<file path="src/hdl/timer2_pkg.sv">
// Shared constants, field layouts and types for the timer 2 block
package timer2_pkg;

    // Register indices; byte address is four times the index
    localparam logic [7:0] IDX_IEN_LO   = 8'hA8;
    localparam logic [7:0] IDX_IEN_HI   = 8'hB8;
    localparam logic [7:0] IDX_FLAGS    = 8'hC0;
    localparam logic [7:0] IDX_CH_FUNC  = 8'hC1;
    localparam logic [7:0] IDX_CTRL     = 8'hC8;
    localparam logic [7:0] IDX_CNT_LO   = 8'hCC;
    localparam logic [7:0] IDX_CNT_HI   = 8'hCD;
    localparam logic [7:0] IDX_NEXT_LVL = 8'hCE;
    // Low byte index per channel, channel 0 in the lowest slot
    localparam logic [3:0][7:0] IDX_CH_LO = {8'hC6, 8'hC4, 8'hC2, 8'hCA};
    localparam logic [3:0][7:0] IDX_CH_HI = {8'hC7, 8'hC5, 8'hC3, 8'hCB};

    localparam int         ADDR_W      = 12;
    localparam int         NUM_CH      = 4;
    localparam logic [7:0] RESET_BYTE  = 8'h00;
    localparam logic [15:0] CNT_MAX    = 16'hFFFF;

    // Prescaler division in pclk cycles
    localparam logic [4:0] PRE_DIV_12  = 5'h0C;
    localparam logic [4:0] PRE_DIV_24  = 5'h18;

    // Flag register bit positions
    localparam int FLAG_RELOAD  = 7;
    localparam int FLAG_OVF     = 6;
    localparam int FLAG_CMP_LSB = 2;

    typedef enum logic [1:0] {
        CNT_STOP  = 2'h0,
        CNT_CPU   = 2'h1,
        CNT_PIN   = 2'h2,
        CNT_GATED = 2'h3
    } count_mode_e;

    typedef enum logic [1:0] {
        RL_OFF0 = 2'h0,
        RL_OFF1 = 2'h1,
        RL_OVF  = 2'h2,
        RL_PIN  = 2'h3
    } reload_mode_e;

    typedef enum logic [1:0] {
        FN_OFF     = 2'h0,
        FN_CAP_PIN = 2'h1,
        FN_COMPARE = 2'h2,
        FN_CAP_SW  = 2'h3
    } ch_func_e;

    typedef struct packed {
        logic        prescale_select;
        logic        ch0_edge_select;
        logic        spare;
        logic [1:0]  reload_select;
        logic        compare_output_method;
        logic [1:0]  count_control;
    } timer_ctrl_s;

    typedef struct packed {
        logic        global_irq_enable;
        logic        other6;
        logic        overflow_irq_enable;
        logic [4:0]  other4_0;
    } ien_lo_s;

    typedef struct packed {
        logic        reload_irq_enable;
        logic        other6;
        logic [3:0]  ch_irq_enable;
        logic [1:0]  other1_0;
    } ien_hi_s;

endpackage : timer2_pkg

</file>
<file path="src/hdl/timer2_capture_compare_regs.sv">
// Timer 2 counter with four capture/compare channels behind APB
//
// Notes on behaviour
// - Mode 01 counts pclk divided by 12, or by 24 with prescale set.
// - Count control: 00 stop, 10 count pin edges, 11 gated prescaled.
// - Gated mode holds while count pin low, counts while high.
// - Ch0 compare, edge select 0: flag when equality ends.
// - Ch0 compare, edge select 1: flag when equality begins.
// - Ch0 pin capture, edge select 0: capture on falling pin edge.
// - Ch0 pin capture, edge select 1: capture on rising pin edge.
// - Reload select 00 or 01: counter never reloaded.
// - Reload select 10: counter loads channel 0 on overflow.
// - Reload select 11: counter loads channel 0 on reload pin edge.
// - Method 0: compare pin follows the comparison directly.
// - Direct output low when channel below counter, else high.
// - Method 1: pin holds, takes preset level on a match.
// - Each channel has a 2-bit function; 00 disables it.
// - Function 01: capture counter on capture pin edge; rising for channels 1 to 3, channel 0 per edge select.
// - Function 10: channel compares against the counter.
// - Function 11: writing the low byte captures the counter.
// - Software capture stores the counter, written data dropped.
// - Counter readable and writable as two bytes, reset zero.
// - Channel values readable and writable as two bytes, reset zero.
// - Overflow flag set when the counter passes FFFF, also when reloaded; software read/write.
// - Overflow interrupt needs its enable and the global enable.
// - Reload interrupt only while its enable bit is set; here the reload flag is set only while the overflow enable is also set.
// - Channel compare interrupt enables at bits 2 to 5.
//
// Chosen here: the APB slave port.
`timescale 1ns/1ps
module timer2_capture_compare_regs (
    input  wire logic                         pclk,
    input  wire logic                         presetn,
    input  wire logic                         psel,
    input  wire logic                         penable,
    input  wire logic                         pwrite,
    input  wire logic [timer2_pkg::ADDR_W-1:0] paddr,
    input  wire logic [31:0]                  pwdata,
    output logic      [31:0]                  prdata,
    output logic                              pready,
    output logic                              pslverr,
    input  wire logic                         count_pin,
    input  wire logic                         reload_pin,
    input  wire logic [timer2_pkg::NUM_CH-1:0] capture_pins,
    output logic      [timer2_pkg::NUM_CH-1:0] compare_out,
    output logic                              timer_irq,
    output logic      [timer2_pkg::NUM_CH-1:0] ch_irq
);
    import timer2_pkg::*;

    ////////////////////////////////////////////////////////////////////////
    // State

    timer_ctrl_s        ctrl_q;
    ien_lo_s            ien_lo_q;
    ien_hi_s            ien_hi_q;
    logic [7:0]         ch_func_q;
    logic [NUM_CH-1:0]  next_lvl_q;
    logic [15:0]        cnt_q;
    logic [15:0]        cnt_d;
    logic               ovf_flag_q;
    logic               rl_flag_q;
    logic [31:0]        prdata_q;
    logic               pready_q;
    logic               pslverr_q;
    logic               timer_irq_q;
    logic [NUM_CH-1:0]  ch_irq_q;
    logic [NUM_CH-1:0]  cmp_flag;
    logic [NUM_CH-1:0]  cmp_pin;
    logic [15:0]        ch_val [NUM_CH];
    logic [7:0]         rd_ch  [NUM_CH];

    assign prdata      = prdata_q;
    assign pready      = pready_q;
    assign pslverr     = pslverr_q;
    assign timer_irq   = timer_irq_q;
    assign ch_irq      = ch_irq_q;
    assign compare_out = cmp_pin;

    ////////////////////////////////////////////////////////////////////////
    // APB decode

    wire [7:0] idx      = paddr[9:2];
    wire       in_range = (paddr[ADDR_W-1:10] == '0) && (paddr[1:0] == 2'h0);
    wire       acc      = psel & penable & pready_q;
    wire       wr       = acc & pwrite;
    wire [7:0] wbyte    = pwdata[7:0];

    wire hit_ien_lo = in_range && (idx == IDX_IEN_LO);
    wire hit_ien_hi = in_range && (idx == IDX_IEN_HI);
    wire hit_flags  = in_range && (idx == IDX_FLAGS);
    wire hit_func   = in_range && (idx == IDX_CH_FUNC);
    wire hit_ctrl   = in_range && (idx == IDX_CTRL);
    wire hit_cnt_lo = in_range && (idx == IDX_CNT_LO);
    wire hit_cnt_hi = in_range && (idx == IDX_CNT_HI);
    wire hit_next   = in_range && (idx == IDX_NEXT_LVL);

    logic [NUM_CH-1:0] hit_ch_lo;
    logic [NUM_CH-1:0] hit_ch_hi;

    wire hit_any = hit_ien_lo | hit_ien_hi | hit_flags | hit_func
                 | hit_ctrl | hit_cnt_lo | hit_cnt_hi | hit_next
                 | (|hit_ch_lo) | (|hit_ch_hi);

    wire [7:0] flags_byte = {rl_flag_q, ovf_flag_q, cmp_flag, 2'h0};

    wire [7:0] rd_regs = ({8{hit_ien_lo}} & ien_lo_q)
                       | ({8{hit_ien_hi}} & ien_hi_q)
                       | ({8{hit_flags}}  & flags_byte)
                       | ({8{hit_func}}   & ch_func_q)
                       | ({8{hit_ctrl}}   & ctrl_q)
                       | ({8{hit_cnt_lo}} & cnt_q[7:0])
                       | ({8{hit_cnt_hi}} & cnt_q[15:8])
                       | ({8{hit_next}}   & {4'h0, next_lvl_q});
    wire [7:0] rd_byte = rd_regs | rd_ch[0] | rd_ch[1] | rd_ch[2] | rd_ch[3];

    // One wait state: pready rises in the second access cycle
    always_ff @(posedge pclk or negedge presetn) begin
        if (!presetn) begin
            pready_q  <= 1'b0;
            prdata_q  <= 32'h0000_0000;
            pslverr_q <= 1'b0;
        end else begin
            pready_q  <= psel & penable & ~pready_q;
            if (psel && penable && !pready_q) begin
                prdata_q  <= pwrite ? 32'h0000_0000 : {24'h00_0000, rd_byte};
                pslverr_q <= ~hit_any;
            end else begin
                pslverr_q <= 1'b0;
            end
        end
    end

    ////////////////////////////////////////////////////////////////////////
    // Configuration registers

    always_ff @(posedge pclk or negedge presetn) begin
        if (!presetn) begin
            ctrl_q     <= RESET_BYTE;
            ien_lo_q   <= RESET_BYTE;
            ien_hi_q   <= RESET_BYTE;
            ch_func_q  <= RESET_BYTE;
            next_lvl_q <= '0;
        end else begin
            if (wr && hit_ctrl)   ctrl_q     <= wbyte;
            if (wr && hit_ien_lo) ien_lo_q   <= wbyte;
            if (wr && hit_ien_hi) ien_hi_q   <= wbyte;
            if (wr && hit_func)   ch_func_q  <= wbyte;
            if (wr && hit_next)   next_lvl_q <= wbyte[NUM_CH-1:0];
        end
    end

    ////////////////////////////////////////////////////////////////////////
    // Pin edges and prescaler

    logic              pre_tick;
    logic              cnt_pin_fall;
    logic              rl_pin_fall;
    logic [NUM_CH-1:0] cap_rise;
    logic [NUM_CH-1:0] cap_fall;
    logic [1:0]        unused_rise;

    count_mode_e  cmode;
    reload_mode_e rmode;
    assign cmode = count_mode_e'(ctrl_q.count_control);
    assign rmode = reload_mode_e'(ctrl_q.reload_select);

    timer2_prescaler u_pre (
        .pclk    (pclk),
        .presetn (presetn),
        .run     (cmode == CNT_CPU || cmode == CNT_GATED),
        .div24   (ctrl_q.prescale_select),
        .tick    (pre_tick)
    );

    timer2_pin_edge #(.W(NUM_CH + 2)) u_edge (
        .pclk    (pclk),
        .presetn (presetn),
        .pin     ({capture_pins, reload_pin, count_pin}),
        .rise    ({cap_rise, unused_rise}),
        .fall    ({cap_fall, rl_pin_fall, cnt_pin_fall})
    );

    ////////////////////////////////////////////////////////////////////////
    // Counter

    wire tick_cpu   = (cmode == CNT_CPU) & pre_tick;
    wire tick_pin   = (cmode == CNT_PIN) & cnt_pin_fall;
    wire tick_gated = (cmode == CNT_GATED) & pre_tick & count_pin;
    wire cnt_tick   = tick_cpu | tick_gated | tick_pin;
    wire overflow   = cnt_tick && (cnt_q == CNT_MAX);
    wire rl_by_ovf  = (rmode == RL_OVF) & overflow;
    wire rl_by_pin  = (rmode == RL_PIN) & rl_pin_fall;
    wire wr_cnt_lo  = wr & hit_cnt_lo;
    wire wr_cnt_hi  = wr & hit_cnt_hi;

    // Software byte writes win over counting and reload
    always_comb begin
        cnt_d = cnt_q;
        if (rl_by_ovf || rl_by_pin) begin
            cnt_d = ch_val[0];
        end else if (cnt_tick) begin
            cnt_d = cnt_q + 16'h0001;
        end
        if (wr_cnt_lo) cnt_d[7:0]  = wbyte;
        if (wr_cnt_hi) cnt_d[15:8] = wbyte;
    end

    // Hardware set wins over a software clear in the same cycle
    wire wr_flags = wr & hit_flags;
    wire rl_set   = rl_by_pin & ien_hi_q.reload_irq_enable
                  & ien_lo_q.overflow_irq_enable;

    always_ff @(posedge pclk or negedge presetn) begin
        if (!presetn) begin
            cnt_q      <= 16'h0000;
            ovf_flag_q <= 1'b0;
            rl_flag_q  <= 1'b0;
        end else begin
            cnt_q      <= cnt_d;
            ovf_flag_q <= overflow |
                          (wr_flags ? wbyte[FLAG_OVF] : ovf_flag_q);
            rl_flag_q  <= rl_set |
                          (wr_flags ? wbyte[FLAG_RELOAD] : rl_flag_q);
        end
    end

    ////////////////////////////////////////////////////////////////////////
    // Channels

    genvar i;
    generate
        for (i = 0; i < NUM_CH; i++) begin : g_ch
            logic [15:0] val_q;
            logic [15:0] val_d;
            logic        eq_q;
            logic        flag_q;
            logic        out_q;
            ch_func_e    fn;

            assign fn = ch_func_e'(ch_func_q[2*i +: 2]);
            assign hit_ch_lo[i] = in_range && (idx == IDX_CH_LO[i]);
            assign hit_ch_hi[i] = in_range && (idx == IDX_CH_HI[i]);

            wire wr_lo = wr & hit_ch_lo[i];
            wire wr_hi = wr & hit_ch_hi[i];
            wire cmp   = (fn == FN_COMPARE);
            wire eq    = (val_q == cnt_q);

            // Channel 0 edge choice; others use the rising edge
            wire pin_edge = (i == 0 && !ctrl_q.ch0_edge_select) ?
                            cap_fall[i] : cap_rise[i];
            wire cap_hw = (fn == FN_CAP_PIN) & pin_edge;
            wire cap_sw = (fn == FN_CAP_SW) & wr_lo;

            wire eq_begin = cmp & eq & ~eq_q;
            wire eq_end   = cmp & ~eq & eq_q;
            wire hit_set  = (i == 0 && !ctrl_q.ch0_edge_select) ?
                            eq_end : eq_begin;

            always_comb begin
                val_d = val_q;
                if (wr_hi) val_d[15:8] = wbyte;
                if (wr_lo) val_d[7:0]  = wbyte;
                if (cap_hw || cap_sw) val_d = cnt_q;
            end

            always_ff @(posedge pclk or negedge presetn) begin
                if (!presetn) begin
                    val_q  <= 16'h0000;
                    eq_q   <= 1'b0;
                    flag_q <= 1'b0;
                    out_q  <= 1'b0;
                end else begin
                    val_q  <= val_d;
                    eq_q   <= eq;
                    flag_q <= hit_set |
                              (wr_flags ? wbyte[FLAG_CMP_LSB + i] : flag_q);
                    if (cmp && !ctrl_q.compare_output_method) begin
                        out_q <= (val_q >= cnt_q);
                    end else if (cmp && eq_begin) begin
                        out_q <= next_lvl_q[i];
                    end
                end
            end

            assign ch_val[i]   = val_q;
            assign cmp_flag[i] = flag_q;
            assign cmp_pin[i]  = out_q;
            assign rd_ch[i]    = ({8{hit_ch_lo[i]}} & val_q[7:0])
                               | ({8{hit_ch_hi[i]}} & val_q[15:8]);
        end
    endgenerate

    ////////////////////////////////////////////////////////////////////////
    // Interrupt request outputs

    wire ovf_req = ien_lo_q.global_irq_enable
                 & ien_lo_q.overflow_irq_enable & ovf_flag_q;
    wire rl_req  = ien_lo_q.global_irq_enable
                 & ien_hi_q.reload_irq_enable & rl_flag_q;
    wire [NUM_CH-1:0] ch_req = {NUM_CH{ien_lo_q.global_irq_enable}}
                             & ien_hi_q.ch_irq_enable & cmp_flag;

    always_ff @(posedge pclk or negedge presetn) begin
        if (!presetn) begin
            timer_irq_q <= 1'b0;
            ch_irq_q    <= '0;
        end else begin
            timer_irq_q <= ovf_req | rl_req;
            ch_irq_q    <= ch_req;
        end
    end

endmodule : timer2_capture_compare_regs

</file>
<file path="src/hdl/timer2_pin_edge.sv">
// Edge detector for pins already synchronous to pclk
`timescale 1ns/1ps
module timer2_pin_edge #(
    parameter int W = 1
) (
    input  wire logic         pclk,
    input  wire logic         presetn,
    input  wire logic [W-1:0] pin,
    output logic      [W-1:0] rise,
    output logic      [W-1:0] fall
);
    logic [W-1:0] prev_q;
    logic         armed_q;

    // No edge reported until one real sample is held
    assign rise = {W{armed_q}} & pin & ~prev_q;
    assign fall = {W{armed_q}} & ~pin & prev_q;

    always_ff @(posedge pclk or negedge presetn) begin
        if (!presetn) begin
            prev_q  <= '0;
            armed_q <= 1'b0;
        end else begin
            prev_q  <= pin;
            armed_q <= 1'b1;
        end
    end

endmodule : timer2_pin_edge

</file>
<file path="src/hdl/timer2_prescaler.sv">
// Prescaler giving a one-cycle tick every 12 or 24 pclk cycles
`timescale 1ns/1ps
module timer2_prescaler (
    input  wire logic pclk,
    input  wire logic presetn,
    input  wire logic run,
    input  wire logic div24,
    output logic      tick
);
    import timer2_pkg::*;

    logic [4:0] cnt_q;
    logic [4:0] cnt_d;
    wire  [4:0] last = (div24 ? PRE_DIV_24 : PRE_DIV_12) - 5'h01;
    wire        wrap = (cnt_q >= last);

    assign tick  = run & wrap;
    assign cnt_d = (!run || wrap) ? 5'h00 : cnt_q + 5'h01;

    always_ff @(posedge pclk or negedge presetn) begin
        if (!presetn) begin
            cnt_q <= 5'h00;
        end else begin
            cnt_q <= cnt_d;
        end
    end

endmodule : timer2_prescaler
</file>
<file path="config.mk">
export PLATFORM = sky130hd
export DESIGN_NAME = timer2_capture_compare_regs
export DESIGN_NICKNAME = d
export VERILOG_FILES = /design/src/hdl/timer2_pkg.sv /design/src/hdl/timer2_capture_compare_regs.sv /design/src/hdl/timer2_pin_edge.sv /design/src/hdl/timer2_prescaler.sv
export SDC_FILE = /design/constraint.sdc
export NUM_CORES = 1
export LEC_CHECK = 0
export BUFFER_PORTS_ARGS = -buffer_cell sky130_fd_sc_hd__buf_2
export CAP_MARGIN = 20
export CORE_UTILIZATION = 37
export DETAILED_ROUTE_END_ITERATION = 8
export SETUP_SLACK_MARGIN = 0.1
export SYNTH_ARGS = -nofsm -noshare
export SYNTH_HDL_FRONTEND = slang
export SYNTH_HIERARCHICAL = 1
export SYNTH_SLANG_ARGS = --single-unit
</file>
<file path="constraint.sdc">
create_clock -name pclk -period 2.9 [get_ports pclk]
set_input_delay 0.145 -clock pclk [delete_from_list [all_inputs] [get_ports pclk]]
set_output_delay 0.145 -clock pclk [all_outputs]
set_load 0.02 [all_outputs]
</file>
==> results of run 1 <==
## registers in the layout, summed over array words and instances, names as in the netlist, 2 cells and up
register	flops
g_ch.val_q	64
cnt_q	16
ch_func_q	8
ien_hi_q	8
ien_lo_q	8
prdata	8
u_edge/prev_q	6
u_pre/cnt_q	5
ch_irq	4
ctrl_q	4
g_ch.eq_q	4
g_ch.flag_q	4
g_ch.out_q	4
next_lvl_q	4
cmode	2
rmode	2
## worst max path at each step
| stage | from | endpoint | slack (ps) | cells past startpoint |
|---|---|---|---|---|
| after floorplan | ctrl_q[7] | cnt_q[1] | 270 | 11 |
| after global placement | ctrl_q[7] | cnt_q[1] | 200 | 10 |
| after detailed placement | ctrl_q[7] | cnt_q[1] | 130 | 10 |
| after CTS | ctrl_q[7] | cnt_q[1] | 120 | 10 |
| after global routing | ctrl_q[7] | cnt_q[1] | 70 | 12 |
| final | ctrl_q[7] | cnt_q[1] | 210 | 12 |
## layout make-up
| type | count | area, µm² | area share (%) |
|---|---|---|---|
| clock buffers | 17 | 425 | 3.56 |
| well taps | 378 | 473 | 3.96 |
| flip-flops and latches | 157 | 3930 | 32.9 |
| clock inverters | 15 | 170 | 1.42 |
| multi-input cells | 817 | 5900 | 49.3 |
| repair buffers | 139 | 957 | 8.01 |
| inverters | 28 | 105 | 0.879 |
## layer usage
layer,GRT usage [%],vias up,wire [µm]
met1,37.1,4362,16400
met4,11.0,0,1270
met5,0,-,0
met3,5.70,75,3230
met2,39.9,393,16400
li1,-,4065,-
## critical path, stage by stage, from the launching register on
cell	delay [ps]
dfrtp_1	370
inv_1	70
ha_1	320
a21oi_2	160
nand2_2	110
o21a_1	230
a31oi_4	340
buf_4	180
buf_4	140
nand2_1	130
a41oi_2	310
nand2_1	90
o221a_1	120
## repair_timing
| item | in CTS | in global routing |
|---|---|---|
| buffers inserted | 0 | 2 |
| gates resized for setup | 0 | 6 |
| setup endpoints to repair | 0 | 16 |
| endpoints found under the hold margin | 61 | 0 |
| hold buffers | 7 | 0 |
## through the flow
stage               util [%]  instances  hold slack, ps  total power [W]  setup WS [ps]
finish                  43.0       1551            56.0          0.00484            214
global route            43.0       1551            73.3          0.00498           73.2
CTS                     42.9       1549            47.1          0.00488            117
detailed placement      40.5       1510             175          0.00256            127
global placement        40.5       1510             170          0.00256            201
floorplan                  -       1109            -151          0.00241            271
## where the power goes
part / total [W] / internal, W / switching, W
clock network: 0.00231 / 0.00123 / 0.00108
registers: 0.00220 / 0.00220 / 0.00000453
logic: 0.000329 / 0.0000822 / 0.000246
==> impl_metrics.toml, run 1 <==
[run_status]
outcome = "finished clean"

[worst_setup_path]
critPathMaxFanout = 7
reg2reg_depth = 12
start_kind = "flip-flop"
reg2reg_from = "ctrl_q[7]"
crit_required_ps = 3230
r2r_setup_slack_ps = 210
cp.arrival_ps = 3020
r2r_end = "cnt_q[1]"
end_kind = "flip-flop"
worstSetupPathType = "reg -> reg"

[floorplanning]
die_w_um = 170
initial_utilization_pct = 37.6
io_pins = 98
die_h_um = 170
core-area_um2 = 27800
num_rows = 61
die_area_um2 = 28900

[yosys]
netlist_instances = 1086
avgSynthCellArea_um2 = 9.61
netlist_area_um2 = 10400
ys_warn_count = 6

[detailed_routing]
dr_total_vias = 8895
wl_mm = 37.4
viasPerCell = 5.74
ant_nets = 0
drt-initial-drc-count = 996
firstDrtPassIters = 5
wire_per_inst_um = 24.1
drt_drc_violations_left = 0

[pwr]
p_per_area_nw_per_um2 = 405
ir_worst_vdd_uv = 393
p_leak_nw = 5.63

[clocking]
clk_pin_slew_worst_paths_ps = 70
cts.sinks = 157
cts_tree = "yes"
ctsRootBufferMaster = "clkbuf_16"
h-tree-depth = 4
clk_latency_ps = 440
clock_path_buffers = 2
cts_inserted_buffers = 17

[cells_and_area]
syn_to_final_growth_pct = 14.6
final_cell_mix = "dfrtp_1 (157), mux2i_1 (93), a21oi_1 (90)"
fin_area_um2 = 12000
antennaDiodeCount = 0
final_common_cell = "dfrtp_1"
drive_above_1_share_pct = 20.0
num-fill-cells = 2749
nets = 1284

[hold_path]
min_to = "prdata[3]"
min_path_cells = 3
hp-class = "in -> reg"
worstHoldStart = "pwrite"

[global_routing]
overflow = 0
grt_usage_pct = 26.7
grt_max_degree = 60
grt_pass1_vias = 8678
grt_pass1_wl_mm = 55.8
antenna_found_initial = 0

[sta]
drv_slew = 0
max_freq_mhz = 372
finalSetupViolCount = 0
period_needed_ps = 2690
finClkSkew_ps = 14.2
tns_ps = 0
grt_setup_unrepaired = "true"
hold_violations = 0
fin_crit_sh_pct = 92.6
slew_headroom_pct = 44.9
worst_slew_pin_slew_ps = 823

[job]
maxCapViolations = 0

[place]
dpl_cell_area_um2 = 11200
hpwl_mm = 28.0
io_buffer_count = 49
gp_routability_congestion = 1.03
Note: power is estimated with default switching activity, not from simulation.
==> run 2, diff against run 1 <==
CORE_UTILIZATION = 48   (was 37)
PLACE_DENSITY = 0.67   (was unset)
==> run 2 against run 1 <==
Net effect:
- clock-buffer cell count is the same
- utilization is 12 points higher
- wire length decreased by 6.6%
- sequential power about the same
- combinational power decreased by 4%
- non-clock buffer count down 27
- power down 0.90%
- sequential share of layout area is 1.0 points higher
- first-iteration DRC count up 8.1%
- hold slack better by 2.0 ps
- clock power about the same
- largest cell class unchanged
==> impl_metrics.toml, run 2 (synthesized netlist as in run 1, its figures left out) <==
[run_status]
outcome = "finished clean"

[cells_and_area]
drive_above_1_share_pct = 17.7
nets = 1257
top_register = "g_ch.val_q"
top_regs = "g_ch.val_q (64), cnt_q (16)"
syn_to_final_growth_pct = 11.2
final_common_cell = "dfrtp_1"
post-route-util_pct = 54.9
largest_reg_flops = 64
final_cell_mix = "dfrtp_1 (157), mux2i_1 (93), a21oi_1 (90)"

[global_routing]
overflow = 0
grt_pass1_vias = 8602
antenna_found_initial = 2
grt_pass1_wl_mm = 52.9
grt_max_degree = 70
grt_usage_pct = 32.5

[sta]
grt_setup_unrepaired = "false"
tns_ps = 0
slew_headroom_pct = 47.1
finClkSkew_ps = 14.8
drv_slew = 0
finalSetupViolCount = 0
hold_ws_ps = 58.0
max_freq_mhz = 377
hold_violations = 0
fin_crit_sh_pct = 91.5
timing.final.ws_setup_ps = 248
period_needed_ps = 2650
worst_slew_pin_slew_ps = 786

[clocking]
clk_latency_ps = 450
cts_tree = "yes"
clock_path_buffers = 2
ctsRootBufferMaster = "clkbuf_16"
cts_inserted_buffers = 17
h-tree-depth = 4
cts.sinks = 157
clk_pin_slew_worst_paths_ps = 70

[floorplanning]
die_h_um = 149
io_pins = 98
core-area_um2 = 21200
die_area_um2 = 22300
num_rows = 53
initial_utilization_pct = 49.3
die_w_um = 149

[worst_setup_path]
worstSetupPathType = "reg -> reg"
crit_required_ps = 3210
critPathMaxFanout = 8
reg2reg_depth = 11
start_kind = "flip-flop"
end_kind = "flip-flop"
cp.arrival_ps = 2960

[place]
dp_slack_ps = 212
gp_routability_congestion = 1.02
hpwl_mm = 25.4
io_buffer_count = 49

[detailed_routing]
viasPerCell = 6.33
ant_nets = 0
dr_total_vias = 9000
wire_per_inst_um = 24.5
firstDrtPassIters = 6
drt-initial-drc-count = 1077
wl_mm = 34.9
drt_drc_violations_left = 0

[job]
maxCapViolations = 0

[pwr]
ir_worst_vdd_uv = 317
p_leak_nw = 5.50
power_w = 0.00479
p_per_area_nw_per_um2 = 413

[hold_path]
min_path_cells = 3
hp-class = "in -> reg"
[run 2: timing repair]
item	4_1_cts	5_1_grt
endpoints found under the setup margin	0	9
buffers inserted	0	1
hold buffers	7	0
resized for setup	0	1
endpoints found under the hold margin	60	0
[run 2: through the flow]
step / cell area (µm²) / cells
final: 11600 / 1422
after global routing: 11600 / 1421
after CTS: 11600 / 1420
after detailed placement: 10900 / 1381
after global placement: 10900 / 1381
after floorplan: 10500 / 1109
[run 2: report_power, final]
group,switching (W),internal [W]
sequential,0.00000553,0.00220
clock,0.00112,0.00116
combinational,0.000239,0.0000781
total,0.00136,0.00343
[run 2: critical path: stages, from the launching register on]
cell      delay (ps)
dfrtp_1          410
inv_1             90
ha_1             320
a21oi_2          160
nand2_2          110
o21a_1           230
a31oi_4          270
nor4b_4          100
or2_1            270
buf_4            200
a221oi_1         250
a21oi_1          120
[run 2: final cells by class]
cell class,count,area [µm²]
Clock inverter,15,170
Timing Repair Buffer,112,754
Antenna cell,1,2.50
Fill cell,1930,9550
Sequential cell,157,3930
Clock buffer,17,425
Inverter,28,105
Multi-Input combinational cell,817,5870
Tap cell,275,344
[run 2: path summary, 6_finish.rpt]
check	start	end	slack [ps]
min	pwrite	prdata[3]	60
max in group asynchronous	presetn	cnt_q[0]	1770
max	ctrl_q[7]	cnt_q[13]	250
min in group asynchronous	presetn	g_ch[1].val_q[9]	250
max reg2reg	ctrl_q[7]	cnt_q[13]	250
min reg2reg	u_pre/cnt_q[0]	u_pre/cnt_q[0]	500
[run 2: per-layer routing]
metal | vias up | track usage (%) | routed length, µm
met5 | - | 0 | 0
met1 | 4356 | 45.3 | 14300
met2 | 512 | 48.1 | 15500
li1 | 4024 | - | -
met3 | 108 | 7.96 | 3720
met4 | 0 | 13.1 | 1330
==> run 3, diff against run 2 <==
ABC_AREA = 1   (was unset)
GPL_ROUTABILITY_DRIVEN = 1   (was unset)
PLACE_DENSITY = 0.64   (was 0.67)
==> run 3 against run 2 <==
Net effect:
- power shrank 2.7%
- global-route usage grew 2.3 points
- maximum frequency grew 9.8%
- cell count grew 30%
- via count grew 17%
- die area grew 2.8%
- largest cell class unchanged
- critical endpoint is now g_ch[3].out_q
- highest routed layer unchanged
- clock skew shrank 4.4 ps
- combinational power shrank 17%
- first-iteration DRC count grew 11%
- clock power shrank 4%
- wire length grew 8.4%
==> impl_metrics.toml, run 3 <==
[run_status]
outcome = "finished clean"

[floorplanning]
io_pins = 98
num_rows = 54
die_h_um = 151
die_w_um = 151
core-area_um2 = 21900
die_area_um2 = 22900
initial_utilization_pct = 49.0

[cells_and_area]
nets = 1676
drive_above_1_share_pct = 11.1
final_cells = 1845
post-route-util_pct = 54.6
final_cell_mix = "nand2_1 (470), dfrtp_1 (157), nor2_1 (148)"
syn_to_final_growth_pct = 11.4
antennaDiodeCount = 0
final_common_cell = "nand2_1"
top_regs = "g_ch.val_q (64), cnt_q (16)"
top_register = "g_ch.val_q"
largest_reg_flops = 64

[yosys]
avgSynthCellArea_um2 = 7.27
netlist_instances = 1475
netlist_area_um2 = 10700
ys_warn_count = 6

[clocking]
cts.sinks = 157
ctsRootBufferMaster = "clkbuf_16"
h-tree-depth = 4
cts_inserted_buffers = 17
clk_latency_ps = 440
clk_pin_slew_worst_paths_ps = 70
cts_tree = "yes"
clock_path_buffers = 2

[place]
io_buffer_count = 49
numPlacedInstances = 1800
gp_routability_congestion = 1.01
hpwl_mm = 28.7

[sta]
hold_violations = 0
drv_slew = 0
worst_slew_pin_slew_ps = 855
slew_headroom_pct = 43.0
finClkSkew_ps = 10.4
fin_crit_sh_pct = 83.3
tns_ps = 0
max_freq_mhz = 414
finalSetupViolCount = 0
period_needed_ps = 2410
grt_setup_unrepaired = "false"

[worst_setup_path]
critPathMaxFanout = 7
start_kind = "flip-flop"
worstSetupPathType = "reg -> reg"
crit_family = "simple AND/OR/NAND/NOR gates"
cpMaxStageDelayCell = "dfrtp_1"
reg2reg_from = "cnt_q[1]"
worstPathCellList = "inv_1 > ha_1 > nand3_1 > nor3_1 > nand3b_1 > nand3_1 > nand2_1"
cp_common_cell = "nand3_1"
crit_required_ps = 3240
r2r_end = "g_ch[3].out_q"
r2r_setup_slack_ps = 490
reg2reg_depth = 7
max_stage_delay_ps = 590
end_kind = "flip-flop"
path_buf_inv = 1
cp.arrival_ps = 2760

[detailed_routing]
firstDrtPassIters = 8
wl_mm = 37.8
dr_total_vias = 10500
viasPerCell = 5.70
drt-initial-drc-count = 1196
drt_drc_violations_left = 0
ant_nets = 0
wire_per_inst_um = 20.5

[global_routing]
grt_usage_pct = 34.8
grt_max_degree = 66
grt_pass1_wl_mm = 57.9
antenna_found_initial = 1
grt_pass1_vias = 9831
overflow = 0

[job]
maxCapViolations = 0

[pwr]
ir_worst_vdd_uv = 347
p_leak_nw = 6.07
p_per_area_nw_per_um2 = 390

[hold_path]
min_to = "prdata[7]"
hp-class = "in -> reg"
worstHoldStart = "pwrite"
min_path_cells = 4
run 3: layer usage:
layer,global-route usage [%],up-vias,wire length (µm)
li1,-,4970,-
met1,48.1,4895,16100
met2,52.1,547,16200
met3,6.62,107,3810
met4,16.7,0,1740
met5,0,-,0
run 3: layout make-up:
cell class	count	area [µm²]
clock buffers	18	429
clock inverters	14	125
fillers	2144	9940
inverters	134	503
multi-input cells	1141	5930
flip-flops and latches	157	3930
well taps	280	350
repair buffers	101	687
run 3: worst max path at each step:
stage	start	to	slack, ps	cells past startpoint
floorplan	cnt_q[7]	g_ch[0].out_q	880	8
global placement	ctrl_q[7]	cnt_q[1]	490	15
detailed placement	ctrl_q[7]	cnt_q[1]	460	15
CTS	ctrl_q[7]	cnt_q[1]	440	15
global route	ctrl_q[7]	cnt_q[1]	150	15
finish	cnt_q[1]	g_ch[3].out_q	490	7
run 3: worst min-delay path: stages:
cell and delay [ps]:
buf_2 110, nor2_1 120, nand2_1 90, nand2_1 40
run 3: per-stage QoR:
stage / power [W] / cell area (µm²) / setup WS (ps) / hold WS [ps]
global placement: 0.00249 / 11300 / 490 / 164
finish: 0.00466 / 12000 / 486 / 102
CTS: 0.00467 / 11900 / 442 / 106
detailed placement: 0.00249 / 11300 / 459 / 168
global route: 0.00478 / 12000 / 154 / 145
floorplan: 0.00239 / 10800 / 881 / -151
run 3: power breakdown:
group	leakage [nW]	internal [W]	switching, W
Combinational	3.73	0.0000573	0.000206
Clock	0.266	0.00113	0.00107
Sequential	2.08	0.00220	0.00000558
run 3: timing repair:
item | 4_1_cts | 5_1_grt
setup endpoints to repair | 0 | 1
setup buffers | 0 | 0
hold endpoints to repair | 69 | 0
hold buffers | 13 | 0
gates resized for setup | 0 | 1
